`config.mk`:
```
export PLATFORM = sky130hd
export DESIGN_NAME = index_data_config_registers
export DESIGN_NICKNAME = d
export VERILOG_FILES = /design/src/logic/index_data_config_registers.v
export VERILOG_INCLUDE_DIRS = /design/src /design/src/logic
export SDC_FILE = /design/constraint.sdc
export NUM_CORES = 1
export LEC_CHECK = 0
export BUFFER_PORTS_ARGS = -buffer_cell sky130_fd_sc_hd__buf_2
export CAP_MARGIN = 10
export CORE_MARGIN = 4
export CORE_UTILIZATION = 62
export CTS_BUF_LIST = sky130_fd_sc_hd__clkbuf_4
export CTS_CLUSTER_DIAMETER = 200
export DETAILED_ROUTE_END_ITERATION = 12
export PLACE_DENSITY = 0.87
export SYNTH_ARGS = -nofsm -noshare
export SYNTH_HDL_FRONTEND = slang
export SYNTH_SLANG_ARGS = --single-unit
```
`constraint.sdc`:
```
create_clock -name clk -period 5.1 [get_ports clk]
set_input_delay 0 -clock clk [delete_from_list [all_inputs] [get_ports clk]]
set_output_delay 0 -clock clk [all_outputs]
set_load 0.005 [all_outputs]
```
`src/logic/config_bank_consts.vh`:
```
// Constants for the index/data configuration register bank.
// Assumes inclusion by bare name from the design file only.
`ifndef CONFIG_BANK_CONSTS_VH
`define CONFIG_BANK_CONSTS_VH

// Indexes of the eight configuration registers
`define IDX_FUNCTION_ENABLE 3'h0
`define IDX_FUNCTION_BASE_ADDRESS 3'h1
`define IDX_POWER_AND_TEST 3'h2
`define IDX_FUNCTION_CONTROL 3'h3
`define IDX_PRINTER_PORT_CONTROL 3'h4
`define IDX_POWER_MANAGEMENT_CONTROL 3'h5
`define IDX_TAPE_SERIAL_PARALLEL_CONFIG 3'h6
`define IDX_CHIP_IDENTIFICATION 3'h7

// Host I/O address bit: 0 selects index, 1 selects data
`define PORT_INDEX 1'b0
`define PORT_DATA 1'b1

// Function numbers (bit positions in enable and power fields)
`define FN_FLOPPY 3'h0
`define FN_SERIAL_A 3'h1
`define FN_SERIAL_B 3'h2
`define FN_PRINTER 3'h3
`define FN_IDE 3'h4

// Every function powered down, tristated and blocked
`define FN_ALL_OFF 5'h1F

// Field positions in power_management_control
`define PWR_MGMT_TRISTATE_LSB 0
`define PWR_MGMT_BLOCK_LSB 4

// Field positions in function_base_address
`define BASE_SEL_PRINTER_LSB 0
`define BASE_SEL_SERIAL_A_LSB 2
`define BASE_SEL_SERIAL_B_LSB 4

// Chip-wide power-down bit in power_and_test
`define CHIP_DOWN_BIT 0

// Address window widths for the decode function
`define WIN_8 1'b1
`define WIN_4 1'b0

// Standard AT base addresses (10-bit I/O)
`define BASE_FLOPPY 10'h3F0
`define BASE_IDE 10'h1F0
`define BASE_COM1 10'h3F8
`define BASE_COM2 10'h2F8
`define BASE_COM3 10'h3E8
`define BASE_COM4 10'h2E8
`define BASE_LPT1 10'h3BC
`define BASE_LPT2 10'h378
`define BASE_LPT3 10'h278

`define INDEX_RESET 8'h00

// Idle strobe image {addr0, read_n, write_n, chip_select_n}
`define SYNC_IDLE 4'h7

`endif

```
`src/logic/index_data_config_registers.v`:
```
// Index/data configuration register bank with per-function power controls.
// Assumes host strobes arrive asynchronous to clk; straps hold steady during reset.
`timescale 1ns/1ps
`include "config_bank_consts.vh"

// How it works
// - Eight byte registers selected by index 0-7
// - Reset clears the eight config registers, which load from strap inputs on the first clock after release; index clears to 0
// - Index write picks register for data accesses
// - Data write updates, read returns indexed register
// - Only two host addresses: index and data
// - Disabled function powers down, keeps its data
// - Decode AT bases; serial picks one of four, printer one of three
// - Separate power-down per function; tristate, input block for functions 0-3 only
module index_data_config_registers (
    input wire clk,
    input wire resetn,
    input wire [63:0] strap_defaults,
    input wire io_addr0,
    input wire io_chip_select_n,
    input wire io_write_n,
    input wire io_read_n,
    input wire [7:0] io_data_in,
    output reg [7:0] io_data_out,
    output reg io_data_oe,
    input wire [9:0] host_addr,
    output reg [4:0] function_power_down,
    output reg [4:0] function_pins_tristate,
    output reg [4:0] function_inputs_blocked,
    output reg [4:0] function_select,
    output reg [63:0] config_image
);

////////////////////////////////////////////////////////////////////////////////
// Synchronise host strobes; edges are taken only from the second stage

reg [3:0] sync_a;
reg [3:0] sync_b;
reg wr_prev;
reg rd_prev;
reg [7:0] data_sync_a;
reg [7:0] data_sync_b;
wire cs_s = ~sync_b[0];
wire addr_s = sync_b[3];
wire wr_level = cs_s & ~sync_b[1];
wire rd_level = cs_s & ~sync_b[2];
// Write commits at strobe release so data has long settled
wire wr_done = wr_prev & ~wr_level;
wire rd_start = rd_level & ~rd_prev;

// Straps are pins too; these stages carry no reset so they keep sampling
// through reset and hold settled values by the first clock after release.
reg [63:0] strap_s1;
reg [63:0] strap_s2;

always @(posedge clk) begin
    strap_s1 <= strap_defaults;
    strap_s2 <= strap_s1;
end

always @(posedge clk or negedge resetn) begin
    if (!resetn) begin
        sync_a <= `SYNC_IDLE;
        sync_b <= `SYNC_IDLE;
        wr_prev <= 1'b0;
        rd_prev <= 1'b0;
        data_sync_a <= 8'h00;
        data_sync_b <= 8'h00;
    end else begin
        sync_a <= {io_addr0, io_read_n, io_write_n, io_chip_select_n};
        sync_b <= sync_a;
        wr_prev <= wr_level;
        rd_prev <= rd_level;
        data_sync_a <= io_data_in;
        data_sync_b <= data_sync_a;
    end
end

////////////////////////////////////////////////////////////////////////////////
// Index register and the eight configuration registers

reg [7:0] index_reg;
reg [7:0] cfg [0:7];
reg load_straps;
integer i;
integer j;

// Only three index bits select; upper bits read back as written
function [7:0] read_cfg;
    input [7:0] idx;
    begin
        read_cfg = cfg[idx[2:0]];
    end
endfunction

// Straps cannot be copied under asynchronous reset, so they are loaded
// on the first clock after release, while the host still holds off.
always @(posedge clk or negedge resetn) begin
    if (!resetn) begin
        load_straps <= 1'b1;
        index_reg <= `INDEX_RESET;
        for (i = 0; i < 8; i = i + 1) begin
            cfg[i] <= 8'h00;
        end
    end else begin
        load_straps <= 1'b0;
        if (load_straps) begin
            for (i = 0; i < 8; i = i + 1) begin
                cfg[i] <= strap_s2[i*8 +: 8];
            end
        end else if (wr_done) begin
            if (addr_s == `PORT_INDEX) begin
                index_reg <= data_sync_b;
            end else begin
                cfg[index_reg[2:0]] <= data_sync_b;
            end
        end
    end
end

////////////////////////////////////////////////////////////////////////////////
// Host read path

always @(posedge clk or negedge resetn) begin
    if (!resetn) begin
        io_data_out <= 8'h00;
        io_data_oe <= 1'b0;
    end else begin
        io_data_oe <= rd_level;
        if (rd_start) begin
            // Index port reads return all eight bits, unused ones included
            if (addr_s == `PORT_INDEX) begin
                io_data_out <= index_reg;
            end else begin
                io_data_out <= read_cfg(index_reg);
            end
        end
    end
end

////////////////////////////////////////////////////////////////////////////////
// Per-function power controls and AT address decode

wire [7:0] enables = cfg[`IDX_FUNCTION_ENABLE];
wire [7:0] base_sel = cfg[`IDX_FUNCTION_BASE_ADDRESS];
wire [7:0] power_ctl = cfg[`IDX_POWER_MANAGEMENT_CONTROL];
wire chip_down = cfg[`IDX_POWER_AND_TEST][`CHIP_DOWN_BIT];

// Window match against a base: eight ports, or four for the printer
function addr_hit;
    input [9:0] addr;
    input [9:0] base;
    input wide;
    begin
        if (wide) begin
            addr_hit = addr[9:3] == base[9:3];
        end else begin
            addr_hit = addr[9:2] == base[9:2];
        end
    end
endfunction

// Pick one of four bases from a select bit pair
function [9:0] pick_base;
    input [1:0] sel;
    input [9:0] b0;
    input [9:0] b1;
    input [9:0] b2;
    input [9:0] b3;
    begin
        case (sel)
            2'h0: pick_base = b0;
            2'h1: pick_base = b1;
            2'h2: pick_base = b2;
            default: pick_base = b3;
        endcase
    end
endfunction

wire [9:0] base_a = pick_base(base_sel[`BASE_SEL_SERIAL_A_LSB +: 2], `BASE_COM1, `BASE_COM2,
    `BASE_COM3, `BASE_COM4);
wire [9:0] base_b = pick_base(base_sel[`BASE_SEL_SERIAL_B_LSB +: 2], `BASE_COM2, `BASE_COM1,
    `BASE_COM4, `BASE_COM3);
wire [9:0] base_p = pick_base(base_sel[`BASE_SEL_PRINTER_LSB +: 2], `BASE_LPT2, `BASE_LPT1,
    `BASE_LPT3, `BASE_LPT3);

reg [9:0] addr_s1;
reg [9:0] addr_s2;
reg [4:0] next_select;

// Two functions placed at one base both answer; software must keep them apart
// because the decode has no priority between them.
always @* begin
    next_select = 5'h00;
    next_select[`FN_FLOPPY] = addr_hit(addr_s2, `BASE_FLOPPY, `WIN_8) & enables[`FN_FLOPPY];
    next_select[`FN_SERIAL_A] = addr_hit(addr_s2, base_a, `WIN_8) & enables[`FN_SERIAL_A];
    next_select[`FN_SERIAL_B] = addr_hit(addr_s2, base_b, `WIN_8) & enables[`FN_SERIAL_B];
    next_select[`FN_PRINTER] = addr_hit(addr_s2, base_p, `WIN_4) & enables[`FN_PRINTER];
    next_select[`FN_IDE] = addr_hit(addr_s2, `BASE_IDE, `WIN_8) & enables[`FN_IDE];
    if (chip_down) begin
        next_select = 5'h00;
    end
end

always @(posedge clk or negedge resetn) begin
    if (!resetn) begin
        addr_s1 <= 10'h000;
        addr_s2 <= 10'h000;
        function_power_down <= `FN_ALL_OFF;
        function_pins_tristate <= `FN_ALL_OFF;
        function_inputs_blocked <= `FN_ALL_OFF;
        function_select <= 5'h00;
        config_image <= 64'h0000000000000000;
    end else begin
        addr_s1 <= host_addr;
        addr_s2 <= addr_s1;
        function_select <= next_select;
        // Power-down only gates clocks/access; data registers in the function stay intact
        function_power_down <= ~enables[4:0] | {5{chip_down}};
        function_pins_tristate <= power_ctl[`PWR_MGMT_TRISTATE_LSB +: 4] == 4'h0 ? {5{chip_down}} :
            ({1'b0, power_ctl[`PWR_MGMT_TRISTATE_LSB +: 4]} | {5{chip_down}});
        function_inputs_blocked <= {1'b0, power_ctl[`PWR_MGMT_BLOCK_LSB +: 4]} | {5{chip_down}};
        for (j = 0; j < 8; j = j + 1) begin
            config_image[j*8 +: 8] <= cfg[j];
        end
    end
end

endmodule // index_data_config_registers

```
==> impl_metrics.yaml, run 1 <==
logic_synthesis:
  synth_top_cell_by_area: "dfrtp_1"
  synth_nets: 751
  ys_ff_latch: 334
  synth.avg_cell_area_sq_um: 15.5
  synth_top_cells_by_count: "dfrtp_1 (185), dfxtp_1 (128), nor3b_1 (67)"
  ys_warn_count: 0
  ys.flop_type: "dfrtp_1"
  syn-cell-area_sq_mm: 0.0103
  synthArstFlopShare_pct: 61.7
  ys_types: 51
  synth_area_leaders: "dfrtp_1 (45%), dfxtp_1 (25%), a221o_1 (6.2%), dfstp_2 (5.4%), nor3b_1 (4.9%)"
  yosysMostFrequentCell: "dfrtp_1"
  ys_seq_area_share_pct: 75.2
  yosysTopAreaCellShare_pct: 45.0
  syn_inst: 663
  synth_edf_count: 0
timing:
  finalSetupTns_ps: 0
  fin_crit_ps: 3200
  post-route-period-util_pct: 62.7
  clock.fmax_mhz: 313
  finalHoldViolations: 0
  worst_slew_pin_slew_ps: 1430
  rsz0062_at_grt: "false"
  setup_viol: 0
  finalMaxSlewViolations: 0
  fin_skew_ps: 65.0
  relSlewSlack_pct: 4.40
clock_tree:
  cts_max_path_buffers: 3
  clk_latency_ps: 730
  cts_tree: "yes"
  clkSinkCount: 334
  clk_pin_slew_ps: 80
  htreeDepth: 3
  cts_root_buffer: "clkbuf_4"
  numCtsBuffers: 78
setup_path:
  r2r_start: "index_reg[1]"
  max_stage_delay_ps: 1100
  r2r_slack_ps: 1900
  startpoint: "index_reg[1]"
  end_kind: "flip-flop"
  r2r-end: "cfg[34]"
  timing.critical_path.fanout_max: 27
  cp-start-kind: "flip-flop"
  critPathArrivalTime_ps: 3770
  crit_slowest_cell: "dfrtp_1"
  critPathTopFamily: "simple AND/OR/NAND/NOR gates"
  critical_path_buf_inv_count: 0
  required_ps: 5680
  r2r_cells: 4
  critical_path_class: "reg2reg"
  crit_chain: "o2111ai_1 -> nor2_1 -> nor3b_1 -> a221o_1"
power_and_ir_drop:
  leakage_nw: 6.41
  p_clk_share_pct: 39.1
  p_sw_share_pct: 26.9
  irDropWorstVdd_uv: 290
  p_switching_w: 0.00164
  combinationalPowerShare_pct: 11.1
  p_seq_share_pct: 49.8
  powerDensity_mw_per_mm2: 432
  internal_power_w: 0.00446
route:
  met2_length_microns: 16400
  wl_met1_microns: 11200
  drt_wl_total_microns: 33300
  top_layer: "met4"
  wl_per_cell_microns: 25.0
  drt_first_pass_iters: 8
  drc_errors: 0
  vias: 7958
  drtIter0Drc: 930
  dr_wl_met3_microns: 3320
  viasPerCell: 5.97
  postRouteAntennaNets: 0
die:
  io_pins: 181
  die_y_microns: 137
  rows: 46
  die_w_microns: 137
  core_area_sq_mm: 0.0161
  die-area_sq_mm: 0.0187
  initial_core_util_pct: 64.1
placed_design:
  post-dp-hpwl_microns: 15600
  port_buffers: 178
  dp_cells: 1017
  finalWeightedCongestion: 0.906
final_layout:
  fin_nets: 1140
  area_delta_synth_final_pct: 37.1
  final_cells: 1333
  largestRegisters: "config_image: 64 flops, strap_s1: 64 flops, strap_s2: 64 flops"
  drive_gt1_share_pct: 33.3
flow_run:
  drv_cap: 0
global_routing:
  grt_pass1_vias: 8616
  grt-ovfl-total: 0
  grt_pass1_wl_microns: 50300
  antenna_found_initial: 1
  grt.total_usage_pct: 36.8
  grt_start_max_net_pins: 138
worst_hold_path:
  whs_endpoint: "strap_s2[26]"
  hold_depth: 0
  min-delay-path-class: "reg2reg"
  min_from: "strap_s1[26]"
status:
  outcome: "finished, final reports clean"
-- how the worst max path moves through the flow --
stage	end	slack, ps	cells after the start
4_1_cts	cfg[37]	2120	4
6_report	cfg[34]	1900	4
3_5_place_dp	cfg[37]	2190	4
3_3_place_gp	cfg[33]	2370	4
2_1_floorplan	cfg[29]	3360	5
5_1_grt	cfg[34]	1750	4
-- cells by family (layout without fill, tap and decap cells) --
logic type      Yosys count  after routing  share of synthesized area (%)
other cells               1              2                         0.0364
compound gates          101            101                           8.94
simple gates            149            149                           9.99
buf+inv                  47            500                           2.13
mux                      27             27                           3.35
xor+xnor                  4              4                          0.340
flops                   334            334                           75.2
-- per-layer routing --
metal / up-vias / global-route usage [%]
li1: 3223 / -
met1: 3900 / 42.7
met2: 628 / 60.3
met3: 207 / 10.4
met4: 0 / 23.8
met5: - / 0
-- cells in the final DEF (no fill, tap or decap), drive strengths merged, types with 2 or more instances in the layout --
cell and instances:
nand4 2, dfxtp 128, dfrtp 185, bufinv 2, dfstp 21, a221o 64
mux4 5, a31oi 2, a221oi 5, buf 183, nand3 8, mux2 10
a211oi 5, nor2 19, a21oi 4, mux2i 12, a22oi 3, nand2b 6
clkinv 9, xor2 3, inv 3, nor3 6, nand2 10, nor3b 68
and4 2, and3 2, dlygate4sd3 170, nor2b 13, or2 8, clkbuf 133
o211ai 5, o21ai 5
-- per-stage QoR --
step	power, W	instance area, sq um	hold slack [ps]	util, %	setup slack [ps]
3_5_place_dp	0.00358	11300	84.7	70.3	2190
5_1_grt	0.00630	14100	325	87.9	1750
2_1_floorplan	0.00331	10300	-296	-	3360
4_1_cts	0.00593	14100	319	87.9	2120
3_3_place_gp	0.00354	11300	61.0	70.3	2370
6_report	0.00609	14100	304	87.9	1900
-- final cells by class --
| class | count | area [sq um] |
|---|---|---|
| Multi-Input combinational cell | 282 | 2330 |
| Antenna cell | 1 | 2.50 |
| Tap cell | 216 | 270 |
| Sequential cell | 334 | 7750 |
| Clock buffer | 132 | 991 |
| Inverter | 2 | 7.51 |
| Clock inverter | 12 | 97.6 |
| Timing Repair Buffer | 354 | 2670 |
| Fill cell | 636 | 1940 |
-- power by group through the flow --
stage	combinational (W)	sequential [W]	clock, W
final	0.000677	0.00304	0.00238
after global routing	0.000717	0.00305	0.00253
after CTS	0.000627	0.00301	0.00229
after detailed placement	0.000520	0.00306	0
after global placement	0.000496	0.00305	0
after floorplan	0.000320	0.00299	0
-- timing repair --
item,CTS,global route
endpoints found under the setup margin,0,0
resized for setup,0,0
hold buffers,171,0
endpoints found under the hold margin,168,0
setup buffers,0,0
Power figures use the tool's default switching activity.
==> run 2: changes to the inputs <==
ABC_AREA = 1   (was default)
CORE_UTILIZATION = 52   (was 62)
PLACE_DENSITY = 0.78   (was 0.87)
clock period = 2.85 ns   (was 5.1 ns; I/O delays follow)
==> run 2 against run 1 <==
Effect of this change:
- via count grew 1.8%
- sequential power is 76% higher
- critical path depth is 2 higher
- worst setup slack lost 1100 ps
- hold slack lost 9.2 ps
==> impl_metrics.yaml, run 2 <==
status:
  outcome: "finished, final reports clean"
final_layout:
  fin_nets: 1424
  area_delta_synth_final_pct: 37.6
  final_cells: 1667
  largestRegisters: "config_image: 64 flops, strap_s1: 64 flops, strap_s2: 64 flops"
  drive_gt1_share_pct: 27.1
  layout_common_cells: "nand2_1 (303), dfrtp_1 (184), buf_2 (177)"
  layout_commonest_cell: "nand2_1"
route:
  viasPerCell: 4.86
  postRouteAntennaNets: 0
  vias: 8105
  wl_per_cell_microns: 17.1
  drc_errors: 0
  drtIter0Drc: 731
  drt_first_pass_iters: 5
  drt_wl_total_microns: 28500
die:
  die_w_microns: 150
  io_pins: 181
  core_area_sq_mm: 0.0196
  initial_core_util_pct: 53.2
  die-area_sq_mm: 0.0224
  die_y_microns: 150
  rows: 51
timing:
  setup_ws_ps: 784
  fin_crit_ps: 2070
  finalMaxSlewViolations: 0
  worst_slew_pin_slew_ps: 1220
  rsz0062_at_grt: "false"
  post-route-period-util_pct: 72.5
  holdWs_ps: 295
  finalSetupTns_ps: 0
  fin_skew_ps: 54.6
  relSlewSlack_pct: 18.5
  setup_viol: 0
  finalHoldViolations: 0
  clock.fmax_mhz: 484
setup_path:
  worst_path_most_repeated_cell: "nand2_1"
  critPathTopFamily: "simple AND/OR/NAND/NOR gates"
  cp-start-kind: "flip-flop"
  crit_chain: "nor2_1 -> nand2_1 -> nor2_4 -> nor2_2 -> nand2_1 -> nand3_1"
  timing.critical_path.fanout_max: 11
  max_stage_delay_ps: 650
  critPathArrivalTime_ps: 2640
  critical_path_buf_inv_count: 0
  required_ps: 3420
  crit_slowest_cell: "nor2_1"
  startpoint: "index_reg[1]"
  r2r_start: "index_reg[1]"
  end_kind: "flip-flop"
  critical_path_class: "reg2reg"
global_routing:
  antenna_found_initial: 1
  grt-ovfl-total: 0
  grt.total_usage_pct: 26.2
  grt_start_max_net_pins: 91
  grt_pass1_vias: 8417
  grt_pass1_wl_microns: 44300
logic_synthesis:
  synthArstFlopShare_pct: 61.7
  yosysMostFrequentCell: "nand2_1"
  synth_top_cell_by_area: "dfrtp_1"
  synth_top_cells_by_count: "nand2_1 (303), dfrtp_1 (185), dfxtp_1 (128)"
  syn-cell-area_sq_mm: 0.0104
  ys_types: 31
  synth_nets: 1012
  ys.flop_type: "dfrtp_1"
  yosysTopAreaCellShare_pct: 44.4
  syn_inst: 924
  ys_ff_latch: 334
  ys_warn_count: 0
  synth_edf_count: 0
  synth_area_leaders: "dfrtp_1 (44%), dfxtp_1 (25%), nand2_1 (11%), dfstp_2 (5.3%), nand3_1 (4.2%)"
  ys_seq_area_share_pct: 74.3
  synth.avg_cell_area_sq_um: 11.3
placed_design:
  post-dp-hpwl_microns: 16000
  dp_cells: 1349
  port_buffers: 178
  finalWeightedCongestion: 0.834
  pre_cts_ws_ps: 825
clock_tree:
  cts_max_path_buffers: 3
  htreeDepth: 3
  post-cts-setup-buffers: 0
  cts_resized: 0
  clkSinkCount: 334
  clk_latency_ps: 710
  numCtsBuffers: 80
  clk_pin_slew_ps: 80
  cts_tree: "yes"
  cts_root_buffer: "clkbuf_4"
power_and_ir_drop:
  internal_power_w: 0.00768
  combinationalPowerShare_pct: 11.1
  total_power_w: 0.0104
  leakage_nw: 7.07
  irDropWorstVdd_uv: 549
  p_switching_w: 0.00277
  p_clk_share_pct: 37.9
  p_sw_share_pct: 26.5
  powerDensity_mw_per_mm2: 728
  p_seq_share_pct: 51.1
worst_hold_path:
  min-delay-path-class: "reg2reg"
  min_from: "strap_s1[27]"
flow_run:
  drv_cap: 0
-- run 2: layer usage --
metal | share of wire [%] | wire length, microns | vias up | global-route usage, %
li1 | - | - | 3768 | -
met1 | 38 | 10800 | 3887 | 31.4
met2 | 51 | 14500 | 366 | 45.0
met3 | 7.3 | 2090 | 84 | 5.66
met4 | 4.1 | 1160 | 0 | 12.7
met5 | 0 | 0 | - | 0
-- run 2: repair_timing --
item,CTS,global route
endpoints found under the hold margin,267,0
hold buffers,170,0
setup endpoints to repair,0,0
-- run 2: cell families (layout without fill, tap and decap cells) --
| kind of cell | count (synthesis) | in the layout | share of synthesized area (%) |
|---|---|---|---|
| xor+xnor | 3 | 3 | 0.252 |
| simple gates | 483 | 483 | 20.8 |
| other cells | 1 | 3 | 0.0360 |
| buf+inv | 76 | 552 | 3.10 |
| compound gates | 27 | 27 | 1.55 |
| flops | 334 | 334 | 74.3 |
-- run 2: path summary, 6_finish.rpt --
check                                   end  slack, ps  cells after the start
max                             base_sel[0]        780                      6
min reg2reg                    strap_s2[27]        290                      0
min in group asynchronous  addr_hit.addr[2]        470                      3
max reg2reg                     base_sel[0]        780                      6
max in group asynchronous           cfg[33]       1380                      4
min                            strap_s2[27]        290                      0
-- run 2: area by class of cell --
type | count | area [sq um]
Tap cell | 265 | 332
Timing Repair Buffer | 355 | 2670
Sequential cell | 334 | 7740
Antenna cell | 2 | 5.00
Fill cell | 1286 | 5240
Clock buffer | 124 | 931
Multi-Input combinational cell | 514 | 2360
Clock inverter | 22 | 119
Inverter | 51 | 194
-- run 2: per-stage QoR --
| step | utilization [%] | cell area, sq um |
|---|---|---|
| global placement | 59.2 | 11600 |
| CTS | 73.2 | 14300 |
| detailed placement | 59.2 | 11600 |
| finish | 73.3 | 14400 |
| global route | 73.3 | 14400 |
| floorplan | - | 10400 |
-- run 2: power groups by stage --
stage / clock network, W / logic [W] / registers [W]
6_report: 0.00395 / 0.00115 / 0.00534
5_1_grt: 0.00430 / 0.00127 / 0.00537
4_1_cts: 0.00398 / 0.00113 / 0.00533
3_5_place_dp: 0 / 0.000946 / 0.00542
3_3_place_gp: 0 / 0.000925 / 0.00541
2_1_floorplan: 0 / 0.000546 / 0.00534
